<file path="config.mk">
export PLATFORM = sky130hd
export DESIGN_NAME = cycle_sequencer
export DESIGN_NICKNAME = d
export VERILOG_FILES = /design/src/common/seq_pkg.sv /design/src/common/step_if.sv /design/src/hdl/cycle_sequencer.sv /design/src/hdl/step_rom.sv
export SDC_FILE = /design/constraint.sdc
export NUM_CORES = 1
export LEC_CHECK = 0
export BUFFER_PORTS_ARGS = -buffer_cell sky130_fd_sc_hd__buf_2
export CORE_MARGIN = 4
export CORE_UTILIZATION = 64
export CTS_CLUSTER_DIAMETER = 50
export DETAILED_ROUTE_END_ITERATION = 7
export MAX_ROUTING_LAYER = met4
export PLACE_DENSITY = 0.85
export SYNTH_ARGS = -nofsm -noshare
export SYNTH_HDL_FRONTEND = slang
export SYNTH_SLANG_ARGS = --single-unit
</file>
<file path="constraint.sdc">
create_clock -name clk_sys -period 8.4 [get_ports clk_sys]
set_input_delay 1.68 -clock clk_sys [delete_from_list [all_inputs] [get_ports clk_sys]]
set_output_delay 1.68 -clock clk_sys [all_outputs]
set_load 0.1 [all_outputs]
</file>
<file path="src/common/seq_pkg.sv">
// constants and types for the instruction cycle sequencer
package seq_pkg;

  typedef enum logic [2:0] {CYC_NONE, CYC_READ, CYC_WRITE, CYC_ALU, CYC_SERIAL_IO, CYC_SRC_ACQ} cyc_t;

  typedef enum logic [3:0] {
    PROG_UNSIGNED_MULTIPLY, PROG_SIGNED_MULTIPLY, PROG_NEGATE_OP, PROG_XOR, PROG_SET_ALL_ONES,
    PROG_SHIFT_REG_COUNT, PROG_SHIFT_IMM, PROG_SERIAL_FIELD_STORE, PROG_EXTENDED_OPERATION, PROG_HW_RESET
  } prog_t;

  typedef enum logic {ST_IDLE, ST_RUN} state_t;

  // step codes, one nibble each, step 0 in the low nibble of a program word
  localparam logic [3:0] STEP_END    = 4'h0;
  localparam logic [3:0] STEP_READ   = 4'h1;
  localparam logic [3:0] STEP_WRITE  = 4'h2;
  localparam logic [3:0] STEP_ALU    = 4'h3;
  localparam logic [3:0] STEP_SRC    = 4'h4;
  localparam logic [3:0] STEP_ALU16  = 4'h5;
  localparam logic [3:0] STEP_ALU15  = 4'h6;
  localparam logic [3:0] STEP_SHIFT  = 4'h7;
  localparam logic [3:0] STEP_SERIAL = 4'h8;

  localparam int         PROG_COUNT  = 10;
  localparam logic [4:0] LAST_SLOT   = 5'h0F;

  localparam logic [63:0] PROG_TABLE [PROG_COUNT] = '{
    64'h0000_2332_5331_1431,  // unsigned multiply
    64'h0233_3236_3133_1431,  // signed multiply
    64'h0000_0000_0233_1431,  // negate
    64'h0000_0000_0231_1431,  // exclusive-or
    64'h0000_0000_0002_3431,  // set all ones
    64'h0000_0327_3313_3131,  // shift, count from register zero
    64'h0000_0000_0327_3131,  // shift, immediate count
    64'h0023_3338_3133_1431,  // serial field store
    64'h0312_3232_3231_3431,  // extended operation
    64'h0000_0312_3232_3133   // hardware reset
  };

  localparam logic [4:0] REP_ONE       = 5'h01;
  localparam logic [4:0] REP_FULL      = 5'h10;
  localparam logic [4:0] REP_SIGNED    = 5'h0F;
  localparam logic [4:0] REP_HALF      = 5'h08;
  localparam logic [3:0] SERIAL_SHORT  = 4'h8;
  localparam logic [3:0] COUNT_ZERO    = 4'h0;
  localparam int         COUNT_MSB     = 15;
  localparam int         COUNT_LSB     = 12;
  localparam logic [5:0] TALLY_START   = 6'h01;

endpackage

</file>
<file path="src/common/step_if.sv">
// lookup link between the sequencer and its program store
`timescale 1ns/1ps
interface step_if;
  import seq_pkg::*;
  prog_t      prog;
  logic [3:0] base;
  logic [3:0] code0;
  logic [3:0] code1;
  logic [3:0] code2;
  modport seqr (output prog, base, input code0, code1, code2);
  modport store (input prog, base, output code0, code1, code2);
endinterface

</file>
<file path="src/hdl/cycle_sequencer.sv">
// machine-cycle sequencer: issues typed cycles for each instruction program
`timescale 1ns/1ps
module cycle_sequencer
  import seq_pkg::*;
#(
  parameter int ACQ_W = 4
)(
  input  wire logic             clk_sys,
  input  wire logic             rst_b,
  input  wire logic             start,
  input  wire prog_t            start_prog,
  input  wire logic [3:0]       imm_count,
  input  wire logic [15:0]      workspace_reg_zero,
  input  wire logic [3:0]       serial_bit_count,
  input  wire logic [ACQ_W-1:0] source_fetch_cycles,
  output cyc_t                  cyc_type,
  output logic                  busy,
  output logic                  seq_done
);

  generate
    if (ACQ_W < 1 || ACQ_W > 4) begin : g_bad_width
      $error("ACQ_W must lie between 1 and 4");
    end
  endgenerate

  step_if sl ();

  step_rom u_rom (
    .sl (sl)
  );

  state_t     state;
  prog_t      prog;
  logic [3:0] idx;
  logic [4:0] remain;
  logic [4:0] ns_reg;
  logic [3:0] cnt_reg;
  logic [4:0] nser_reg;
  logic [5:0] tally;

  state_t     next_state;
  prog_t      next_prog;
  logic [3:0] next_idx;
  logic [4:0] next_remain;
  logic [4:0] next_ns;
  logic [3:0] next_cnt;
  logic [4:0] next_nser;
  logic [5:0] next_tally;
  cyc_t       next_cyc;
  logic       next_busy;
  logic       next_done;

  logic       adv;
  logic [3:0] adv_idx;
  logic [3:0] adv_code;
  prog_t      pick;

  function automatic cyc_t kind_of(input logic [3:0] code);
    unique case (code)
      STEP_READ:   kind_of = CYC_READ;
      STEP_WRITE:  kind_of = CYC_WRITE;
      STEP_SERIAL: kind_of = CYC_SERIAL_IO;
      STEP_SRC:    kind_of = CYC_SRC_ACQ;
      STEP_END:    kind_of = CYC_NONE;
      default:     kind_of = CYC_ALU;
    endcase
  endfunction

  // shift count: a nonzero immediate wins, else register zero is read live as the loop begins
  function automatic logic [4:0] shift_reps(input logic [3:0] imm, input logic [3:0] reg_field);
    if (imm != COUNT_ZERO) begin
      shift_reps = {1'b0, imm};
    end else if (reg_field == COUNT_ZERO) begin
      shift_reps = REP_FULL;
    end else begin
      shift_reps = {1'b0, reg_field};
    end
  endfunction

  function automatic logic [4:0] reps_of(input logic [3:0] code, input logic [4:0] ns,
                                         input logic [3:0] imm, input logic [4:0] nser);
    unique case (code)
      STEP_SRC:    reps_of = ns;
      STEP_ALU16:  reps_of = REP_FULL;
      STEP_ALU15:  reps_of = REP_SIGNED;
      STEP_SHIFT:  reps_of = shift_reps(imm, workspace_reg_zero[COUNT_MSB:COUNT_LSB]);
      STEP_SERIAL: reps_of = nser;
      default:     reps_of = REP_ONE;
    endcase
  endfunction

  // a shift asked with a zero immediate takes the longer program that fetches register zero
  assign pick = (start_prog == PROG_SHIFT_IMM && imm_count == COUNT_ZERO) ? PROG_SHIFT_REG_COUNT : start_prog;

  // while idle the store looks at the program about to start, so step 0 is ready on the start edge
  assign sl.prog = (state == ST_IDLE) ? pick : prog;
  assign sl.base = (state == ST_IDLE) ? 4'h0 : idx;

  always_comb begin
    next_state  = state;
    next_prog   = prog;
    next_idx    = idx;
    next_remain = remain;
    next_ns     = ns_reg;
    next_cnt    = cnt_reg;
    next_nser   = nser_reg;
    next_cyc    = cyc_type;
    next_busy   = busy;
    next_done   = 1'b0;
    next_tally  = busy ? tally + 6'h01 : tally;
    adv         = 1'b0;
    adv_idx     = idx;
    adv_code    = STEP_END;
    unique case (state)
      ST_IDLE: begin
        if (start) begin
          next_state = ST_RUN;
          next_prog  = pick;
          next_ns    = 5'(source_fetch_cycles);
          next_cnt   = imm_count;
          next_nser  = (serial_bit_count == COUNT_ZERO || serial_bit_count > SERIAL_SHORT) ? REP_FULL : REP_HALF;
          next_tally = TALLY_START;
          adv        = 1'b1;
          adv_idx    = 4'h0;
          adv_code   = sl.code0;
        end
      end
      ST_RUN: begin
        if (remain > REP_ONE) begin
          next_remain = remain - REP_ONE;
        end else if (sl.code1 == STEP_END) begin
          // last cycle of the program has been issued
          next_state = ST_IDLE;
          next_cyc   = CYC_NONE;
          next_busy  = 1'b0;
          next_done  = 1'b1;
        end else if (sl.code1 == STEP_SRC && ns_reg == 5'h00) begin
          // no acquisition cycles: skip the slot without losing a clock
          adv      = 1'b1;
          adv_idx  = idx + 4'h2;
          adv_code = sl.code2;
        end else begin
          adv      = 1'b1;
          adv_idx  = idx + 4'h1;
          adv_code = sl.code1;
        end
      end
    endcase
    if (adv) begin
      next_idx    = adv_idx;
      next_remain = reps_of(adv_code, next_ns, next_cnt, next_nser);
      next_cyc    = kind_of(adv_code);
      next_busy   = 1'b1;
    end
  end

  // leaving reset the hardware reset program is already on its first cycle
  always_ff @(posedge clk_sys or negedge rst_b) begin
    if (!rst_b) begin
      state    <= ST_RUN;
      prog     <= PROG_HW_RESET;
      idx      <= 4'h0;
      remain   <= REP_ONE;
      ns_reg   <= 5'h00;
      cnt_reg  <= COUNT_ZERO;
      nser_reg <= REP_FULL;
      tally    <= TALLY_START;
      cyc_type <= CYC_ALU;
      busy     <= 1'b1;
      seq_done <= 1'b0;
    end else begin
      state    <= next_state;
      prog     <= next_prog;
      idx      <= next_idx;
      remain   <= next_remain;
      ns_reg   <= next_ns;
      cnt_reg  <= next_cnt;
      nser_reg <= next_nser;
      tally    <= next_tally;
      cyc_type <= next_cyc;
      busy     <= next_busy;
      seq_done <= next_done;
    end
  end

  // tally numbers the current cycle from 1; at seq_done it is the program length plus one

  AST_UMPY_ITER: assert property (@(posedge clk_sys) disable iff (!rst_b)
    busy && prog == PROG_UNSIGNED_MULTIPLY && tally == 6'(ns_reg) + 6'd7 |-> (cyc_type == CYC_ALU) [*8])
    else $error("unsigned multiply iterations not ALU");

  AST_UMPY_END: assert property (@(posedge clk_sys) disable iff (!rst_b)
    seq_done && prog == PROG_UNSIGNED_MULTIPLY |-> tally == 6'(ns_reg) + 6'd27 && $past(cyc_type) == CYC_WRITE)
    else $error("unsigned multiply length or last cycle wrong");

  AST_SMPY_END: assert property (@(posedge clk_sys) disable iff (!rst_b)
    seq_done && prog == PROG_SIGNED_MULTIPLY |-> tally == 6'(ns_reg) + 6'd29 && $past(cyc_type) == CYC_WRITE)
    else $error("signed multiply length wrong");

  AST_NEG_END: assert property (@(posedge clk_sys) disable iff (!rst_b)
    seq_done && prog == PROG_NEGATE_OP |-> tally == 6'(ns_reg) + 6'd7 && $past(cyc_type, 2) == CYC_ALU)
    else $error("negate length wrong");

  AST_XOR_READS: assert property (@(posedge clk_sys) disable iff (!rst_b)
    busy && prog == PROG_XOR && tally == 6'(ns_reg) + 6'd3 |-> cyc_type == CYC_READ ##1 cyc_type == CYC_READ
      ##1 cyc_type == CYC_ALU ##1 cyc_type == CYC_WRITE ##1 seq_done)
    else $error("exclusive-or order wrong");

  AST_RESET_LEN: assert property (@(posedge clk_sys) disable iff (!rst_b)
    seq_done && prog == PROG_HW_RESET |-> tally == 6'd12 && $past(cyc_type, 2) == CYC_READ)
    else $error("reset sequence length wrong");

  AST_SET_ALL_ONES_END: assert property (@(posedge clk_sys) disable iff (!rst_b)
    seq_done && prog == PROG_SET_ALL_ONES |-> tally == 6'(ns_reg) + 6'd5)
    else $error("set all ones length wrong");

  AST_SHIFT_IMM_END: assert property (@(posedge clk_sys) disable iff (!rst_b)
    seq_done && prog == PROG_SHIFT_IMM |-> tally == 6'(cnt_reg) + 6'd7 && $past(cyc_type, 2) == CYC_WRITE)
    else $error("immediate shift length wrong");

  AST_SHIFT_REG_TAIL: assert property (@(posedge clk_sys) disable iff (!rst_b)
    seq_done && prog == PROG_SHIFT_REG_COUNT |-> $past(cyc_type, 2) == CYC_WRITE && $past(cyc_type) == CYC_ALU
      && tally > 6'd11 && tally < 6'd28)
    else $error("register-count shift tail wrong");

  AST_STORE_END: assert property (@(posedge clk_sys) disable iff (!rst_b)
    seq_done && prog == PROG_SERIAL_FIELD_STORE |-> tally == 6'(ns_reg) + 6'(nser_reg) + 6'd13)
    else $error("serial field store length wrong");

  AST_XOP_END: assert property (@(posedge clk_sys) disable iff (!rst_b)
    seq_done && prog == PROG_EXTENDED_OPERATION |-> tally == 6'(ns_reg) + 6'd15)
    else $error("extended operation length wrong");

  AST_SRC_SLOT: assert property (@(posedge clk_sys) disable iff (!rst_b)
    busy && tally == 6'd3 && ns_reg != 5'h00 && prog inside {PROG_UNSIGNED_MULTIPLY, PROG_NEGATE_OP, PROG_XOR}
      |-> cyc_type == CYC_SRC_ACQ)
    else $error("acquisition cycles not inserted");

  AST_TAGGED: assert property (@(posedge clk_sys) disable iff (!rst_b)
    busy == (cyc_type != CYC_NONE))
    else $error("cycle tag and busy disagree");

endmodule

</file>
<file path="src/hdl/step_rom.sv">
// program store: step codes at base, base+1 and base+2
`timescale 1ns/1ps
module step_rom
  import seq_pkg::*;
(
  step_if.store sl
);

  function automatic logic [3:0] code_at(input prog_t p, input logic [4:0] i);
    logic [63:0] w;
    w = PROG_TABLE[p];
    code_at = (i > LAST_SLOT) ? STEP_END : w[{i[3:0], 2'b00} +: 4];
  endfunction

  assign sl.code0 = code_at(sl.prog, {1'b0, sl.base});
  assign sl.code1 = code_at(sl.prog, {1'b0, sl.base} + 5'h01);
  assign sl.code2 = code_at(sl.prog, {1'b0, sl.base} + 5'h02);

endmodule

</file>
[Yosys cells after proc, flatten, opt, wreduce, memory -nomap -nowiden]
Memory sizes are Yosys's and may differ from the RTL's.
Cells that the tools add are included.
Cells by class
  $add $sub $neg: 5
  magnitude comparators: 5
  equality and inequality tests: 13
  shift-type cells: 3
  muxes and demuxes: 48
  bitwise gates (word level): 2
  reductions and logical operators: 17
Operator list (number)
  64-bit by 7-bit indexed part select with 4-bit output: 3
  64-bit 2-to-1 mux: 2
  4-bit 2-to-1 mux: 15
  5-bit 2-to-1 mux: 10
  5-bit case mux with 5 select lines: 1
  4-bit by 3-bit equality test with 1-bit output, second input constant: 6
  4-bit logical NOT: 5
  4-bit case mux with 2 select lines: 2
  3-bit case mux with 5 select lines: 1
  3-bit 2-to-1 mux: 4
  1-bit 2-to-1 mux: 11
  5-bit by 4-bit > comparator with 1-bit output, second input constant: 2
  2-bit != test, second input constant: 4
  2-bit nonzero test: 3
  4-bit by 1-bit adder with 5-bit output, second input constant: 1
  4-bit by 2-bit adder with 5-bit output, second input constant: 1
  5-bit greater-or-equal comparator, second input constant: 1
  5-bit by 1-bit > comparator with 1-bit output, second input constant: 1
  5-bit logical NOT: 1
  4-bit inverter with 5-bit output: 1
  5-bit by 1-bit subtractor with 5-bit output, second input constant: 1
  4-bit by 1-bit adder with 4-bit output, second input constant: 1
  4-bit by 2-bit adder with 4-bit output, second input constant: 1
  4-bit by 1-bit equality test with 1-bit output, second input constant: 1
  other kinds (11): 14
Word-level totals
  bits in registers: 33
  memory bits (read-only): 1024
  input bits: 35
  output and inout port bits: 5
  logic and storage cells: 104
  memories kept: 1
Memory list
  (name not given): words 16, bits a word 64, read ports 1, clocked after Yosys merged registers in 0, wr ports 0, RTL line step_rom.sv:11  | w = PROG_TABLE[p];

[Longest topological paths before layout]
  word-level depth: 19
  mapped depth: 18
  gate-level depth less buffers: 15

[By module]
A second synthesis with hierarchy kept.
Second synthesis, totals
  cells, all modules: 442
  area, all modules: 3624.7 sq um
Modules (own cells, without submodules)
  cycle_sequencer: instances 1, cells an instance 211, area each 1953.1 sq um, sequential area each 835.8 sq um
  step_rom: instances 1, cells an instance 231, area each 1671.6 sq um, sequential area each 0.0 sq um

[Worst setup path before layout]
Ideal clock, no wire load.
  path kind: input to register
  start point: input port imm_count[0]
  end point: register remain[4]
  setup time: 0.069 ns
  data arrival time: 4.520 ns
  data required time: 8.331 ns
  path slack: 3.811 ns
  stages on the path: 13
  path buffers: 1
  cell sequence: or4_4 -> o21a_4 -> clkinv_4 -> ha_1 -> clkbuf_1 -> a21oi_1 -> a211o_1 -> o21ai_0 -> a221oi_1 -> a2111oi_2 -> a21oi_2 -> or4_1 -> nand3_1
Between the ends
  word-level cells in the longest chain between the ends: 19
  elaborated cells on any way between the ends: 38
  those cells by class: eq/ne: 6; shift: 3; mux: 19; bitwise: 1; reduce/logical: 8; memory: 1
RTL lines
  from (decl): RTL line cycle_sequencer.sv:12  | input wire logic [3:0] imm_count,
  4-bit logical NOT: RTL line cycle_sequencer.sv:94  | assign pick = (start_prog == PROG_SHIFT_IMM && imm_count == COUNT_ZERO) ? PROG_SHIFT_REG_COUNT : start_prog;
  1-bit logical AND: RTL line cycle_sequencer.sv:94
  4-bit 2-to-1 mux: RTL line cycle_sequencer.sv:94
  4-bit 2-to-1 mux: RTL line cycle_sequencer.sv:97  | assign sl.prog = (state == ST_IDLE) ? pick : prog;
  4-bit inverter with 5-bit output (implied by the code): RTL line step_rom.sv:11
  memory 16 x 64 bit
  64-bit 2-to-1 mux (implied by the code) (2 in a row): RTL line step_rom.sv:11
  64-bit by 7-bit indexed part select with 4-bit output: RTL line step_rom.sv:12  | code_at = (i > LAST_SLOT) ? STEP_END : w[{i[3:0], 2'b00} +: 4];
  [2 not listed]
  1-bit logical AND: RTL line cycle_sequencer.sv:138  | end else if (sl.code1 == STEP_SRC && ns_reg == 5'h00) begin
  4-bit 2-to-1 mux: RTL line cycle_sequencer.sv:138
  4-bit 2-to-1 mux: RTL line cycle_sequencer.sv:132  | end else if (sl.code1 == STEP_END) begin
  4-bit 2-to-1 mux: RTL line cycle_sequencer.sv:130  | if (remain > REP_ONE) begin
  4-bit case mux with 2 select lines: RTL line cycle_sequencer.sv:115  | unique case (state)
  4-bit equality test / 4-bit by 3-bit equality test with 1-bit output (equally long branches): RTL line cycle_sequencer.sv:83  | unique case (code)
  5-bit case mux with 5 select lines: RTL line cycle_sequencer.sv:83
  5-bit 2-to-1 mux: RTL line cycle_sequencer.sv:150  | if (adv) begin
  to (signal assigned): RTL line cycle_sequencer.sv:176  | remain <= next_remain;
  to (decl): RTL line cycle_sequencer.sv:36  | logic [4:0] remain;
Several ways; a longest one is shown, not always the timed one. The select of a mux whose other input is x is not followed.
A chain may end at the register's enable or synchronous reset.

[Worst setup path after layout]
  start point: register state
  end point: register remain[4]
Between the ends
  word-level cells in the longest chain between the ends: 16
  elaborated cells on any way between the ends: 42
  those cells by class: add/sub: 2; order compare: 2; eq/ne: 6; shift: 3; mux: 20; bitwise: 2; reduce/logical: 6; memory: 1
RTL lines
  from (decl): RTL line cycle_sequencer.sv:33  | state_t state;
  from (signal assigned): RTL line cycle_sequencer.sv:173  | state <= next_state;
  4-bit 2-to-1 mux: RTL line cycle_sequencer.sv:97
  4-bit inverter with 5-bit output (implied by the code): RTL line step_rom.sv:11
  memory 16 x 64 bit
  64-bit 2-to-1 mux (implied by the code) (2 in a row): RTL line step_rom.sv:11
  64-bit by 7-bit indexed part select with 4-bit output: RTL line step_rom.sv:12
  4-bit 2-to-1 mux: RTL line step_rom.sv:12
  4-bit by 3-bit equality test with 1-bit output: RTL line cycle_sequencer.sv:138
  1-bit logical AND: RTL line cycle_sequencer.sv:138
  4-bit 2-to-1 mux: RTL line cycle_sequencer.sv:138
  4-bit 2-to-1 mux: RTL line cycle_sequencer.sv:132
  4-bit 2-to-1 mux: RTL line cycle_sequencer.sv:130
  4-bit case mux with 2 select lines: RTL line cycle_sequencer.sv:115
  4-bit equality test / 4-bit by 3-bit equality test with 1-bit output (equally long branches): RTL line cycle_sequencer.sv:83
  5-bit case mux with 5 select lines: RTL line cycle_sequencer.sv:83
  5-bit 2-to-1 mux: RTL line cycle_sequencer.sv:150
Several ways; a longest one is shown, not always the timed one. The select of a mux whose other input is x is not followed.

==> results.ini <==
[layout]
drive_gt1_share_pct=17.6
fillers=457
fin_cells=519
antennaDiodeCount=0
layout.nets=499
layout-area-overhead-vs-synth_pct=5.26
fin_util_pct=69.7
multi_input_area_um2=2330
regArea_um2=836
design_area_um2=3580

[sta]
rsz0062_at_grt=no
fin_crit_sh_pct=63.1
max_clock_freq_ghz=0.189
tns_ns=0
worst_slew_pin_slew_ns=0.794
finClkSkew_ns=0.00374
slew_headroom_pct=45.5
finalHoldViolations=0
final_max_slew_viol_count=0
final.min_clock_period_ns=5.30
setup_violations=0

[global_routing]
grt_pass1_wl_mm=17.5
grt_max_degree=39
track_usage_pct=35.3
grt_pass1_vias=3415
antenna_found_initial=0
gr-total-overflow=0

[place]
io_buffers=27
placed_area_um2=3500
dp_hpwl_mm=7.54
place_inst=511
gp_congestion=0.996

[job]
maxCapViolCount=0

[drt]
antenna_left=0
wl_met1_mm=4.51
wl_mm=10.5
drc=0
avgViaCountPerCell=7.04
drt-wirelength-per-cell_um=20.2
drt-initial-drc-count=536
first_pass_iters=5
routed.top_layer=met4
met3_length_mm=1.26
wl_met2_mm=4.51
vias=3653

[status]
status=finished, final reports clean

[floorplanning]
die_w_um=80.9
die_h_um=80.9
start_util_pct=66.2
core_um2=5140
die_area_um2=6550
row_count=26
io-pin-count=40

[clocking]
cts.sinks=33
cts_setup_buffers=0
cts-resized-gates=0
cts_tree=built
root_buffer=clkbuf_8
path_clk_slew_ns=0.07
cts_max_level=2
clk_path_buf_depth=2
clk-insertion-delay-late_ns=0.28
cts_buffers=5
cts_hold_buffers=0

[critical_path]
crit_path_cell_trace=nand2_1 -> inv_1 -> ha_1 -> nand3b_1 -> a211oi_1 -> a221oi_1 -> a2bb2oi_1 -> and2_1 -> nand3_2 -> o22ai_2 -> inv_2 -> a22oi_1 -> nand3_1
worst_setup_path_end_kind=register
critPathBufInv=2
crit_type=reg2reg
slowest_stage=dfstp_2
path_delay_family=compound AO/OA/AOI/OAI gates
cp.arrival_ns=5.45
ff2ff_path_depth=13
cpPeakStageDelay_ns=1.06
required_ns=8.55
cp.depth=13
crit_path_max_fanout=38
startpoint_type=register

[logic_synthesis]
syn_nets=489
yosysTopAreaCellShare_pct=18.4
synth-async-reset-ratio_pct=100
yosysTopAreaCell=dfrtp_1
ys_top_cells_by_area=dfrtp_1 18%, nand2_1 7.6%, dfstp_2 6.2%
synth_edf_count=0
synthesis.area_um2=3400
synth.distinct_cells=85
ys_ff_latch=33
ys_seq_area_share_pct=24.6
synth_cells=438
yosysWarningCount=0
syn_avg_cell_area_um2=7.77
synthFlopType=dfrtp_1

[min_path]
holdPathStages=2
min_path_type=reg2reg

==> final timing paths <==
kind	start	end	slack, ns
setup / recovery	state	remain[4]	3.10
hold / removal	busy	busy	0.47
setup reg to reg	state	remain[4]	3.10
hold reg to reg	busy	busy	0.47
max in group asynchronous	rst_b	prog[1]	6.47
min in group asynchronous	rst_b	idx[0]	1.46
==> stage by stage <==
step                setup WS (ns)  hold WS [ns]
global placement             3.24         0.445
floorplan                    3.81         0.440
finish                       3.10         0.474
CTS                          3.40         0.475
global route                 2.95         0.492
detailed placement           3.19         0.465
==> logic make-up after synthesis <==
group                      count (synthesis)  synth area share, %
muxes                                      7                 2.13
adders and majority gates                 16                 5.88
DFF                                       33                 24.6
buffers and inverters                     48                 6.80
AOI/OAI and AO/OA                        148                 31.6
and+or+nand+nor                          180                 27.4
xor gates and xnor gates                   6                 1.54
==> cells in the final DEF, fill, tap and decap left out, types with 9 or more instances in the layout <==
cell type,n
nand2_1,69
o21ai_0,30
nor2_1,27
buf_2,27
dfrtp_1,25
a21oi_1,23
inv_1,17
ha_1,16
nand3_1,14
nor3_1,11
nor2b_1,9
o211ai_1,9
a211oi_1,9
==> final cells by class <==
type                    instances  share of cell area [%]
repair buffers                 29                    4.19
inverters                      22                    2.52
flip-flops and latches         33                    23.3
multi-input cells             357                    65.2
clock buffers                   6                    2.03
clock inverters                 2                   0.280
well taps                      70                    2.45
==> synthesized netlist by cell type (10+ instances only) <==
master and instances:
nand2_1 69, o21ai_0 30, nor2_1 27, dfrtp_1 25, a21oi_1 23, inv_1 17
ha_1 16, nand3_1 14, clkbuf_1 11, nor3_1 11, buf_2 10
==> per-layer routing <==
| metal | vias up | GRT usage (%) |
|---|---|---|
| met5 | - | - |
| met4 | 0 | 9.12 |
| met3 | 33 | 8.98 |
| met2 | 259 | 51.1 |
| met1 | 1712 | 49.2 |
| li1 | 1649 | - |
==> tightest hold or removal path: stages, from the launching register on <==
cell and delay (ns):
dfstp_2 0.37, nand2_1 0.05, nand2_1 0.05
Power is left out: the tool's default activity adds up to more than one toggle a clock period on the data nets, which glitch-free logic cannot reach.
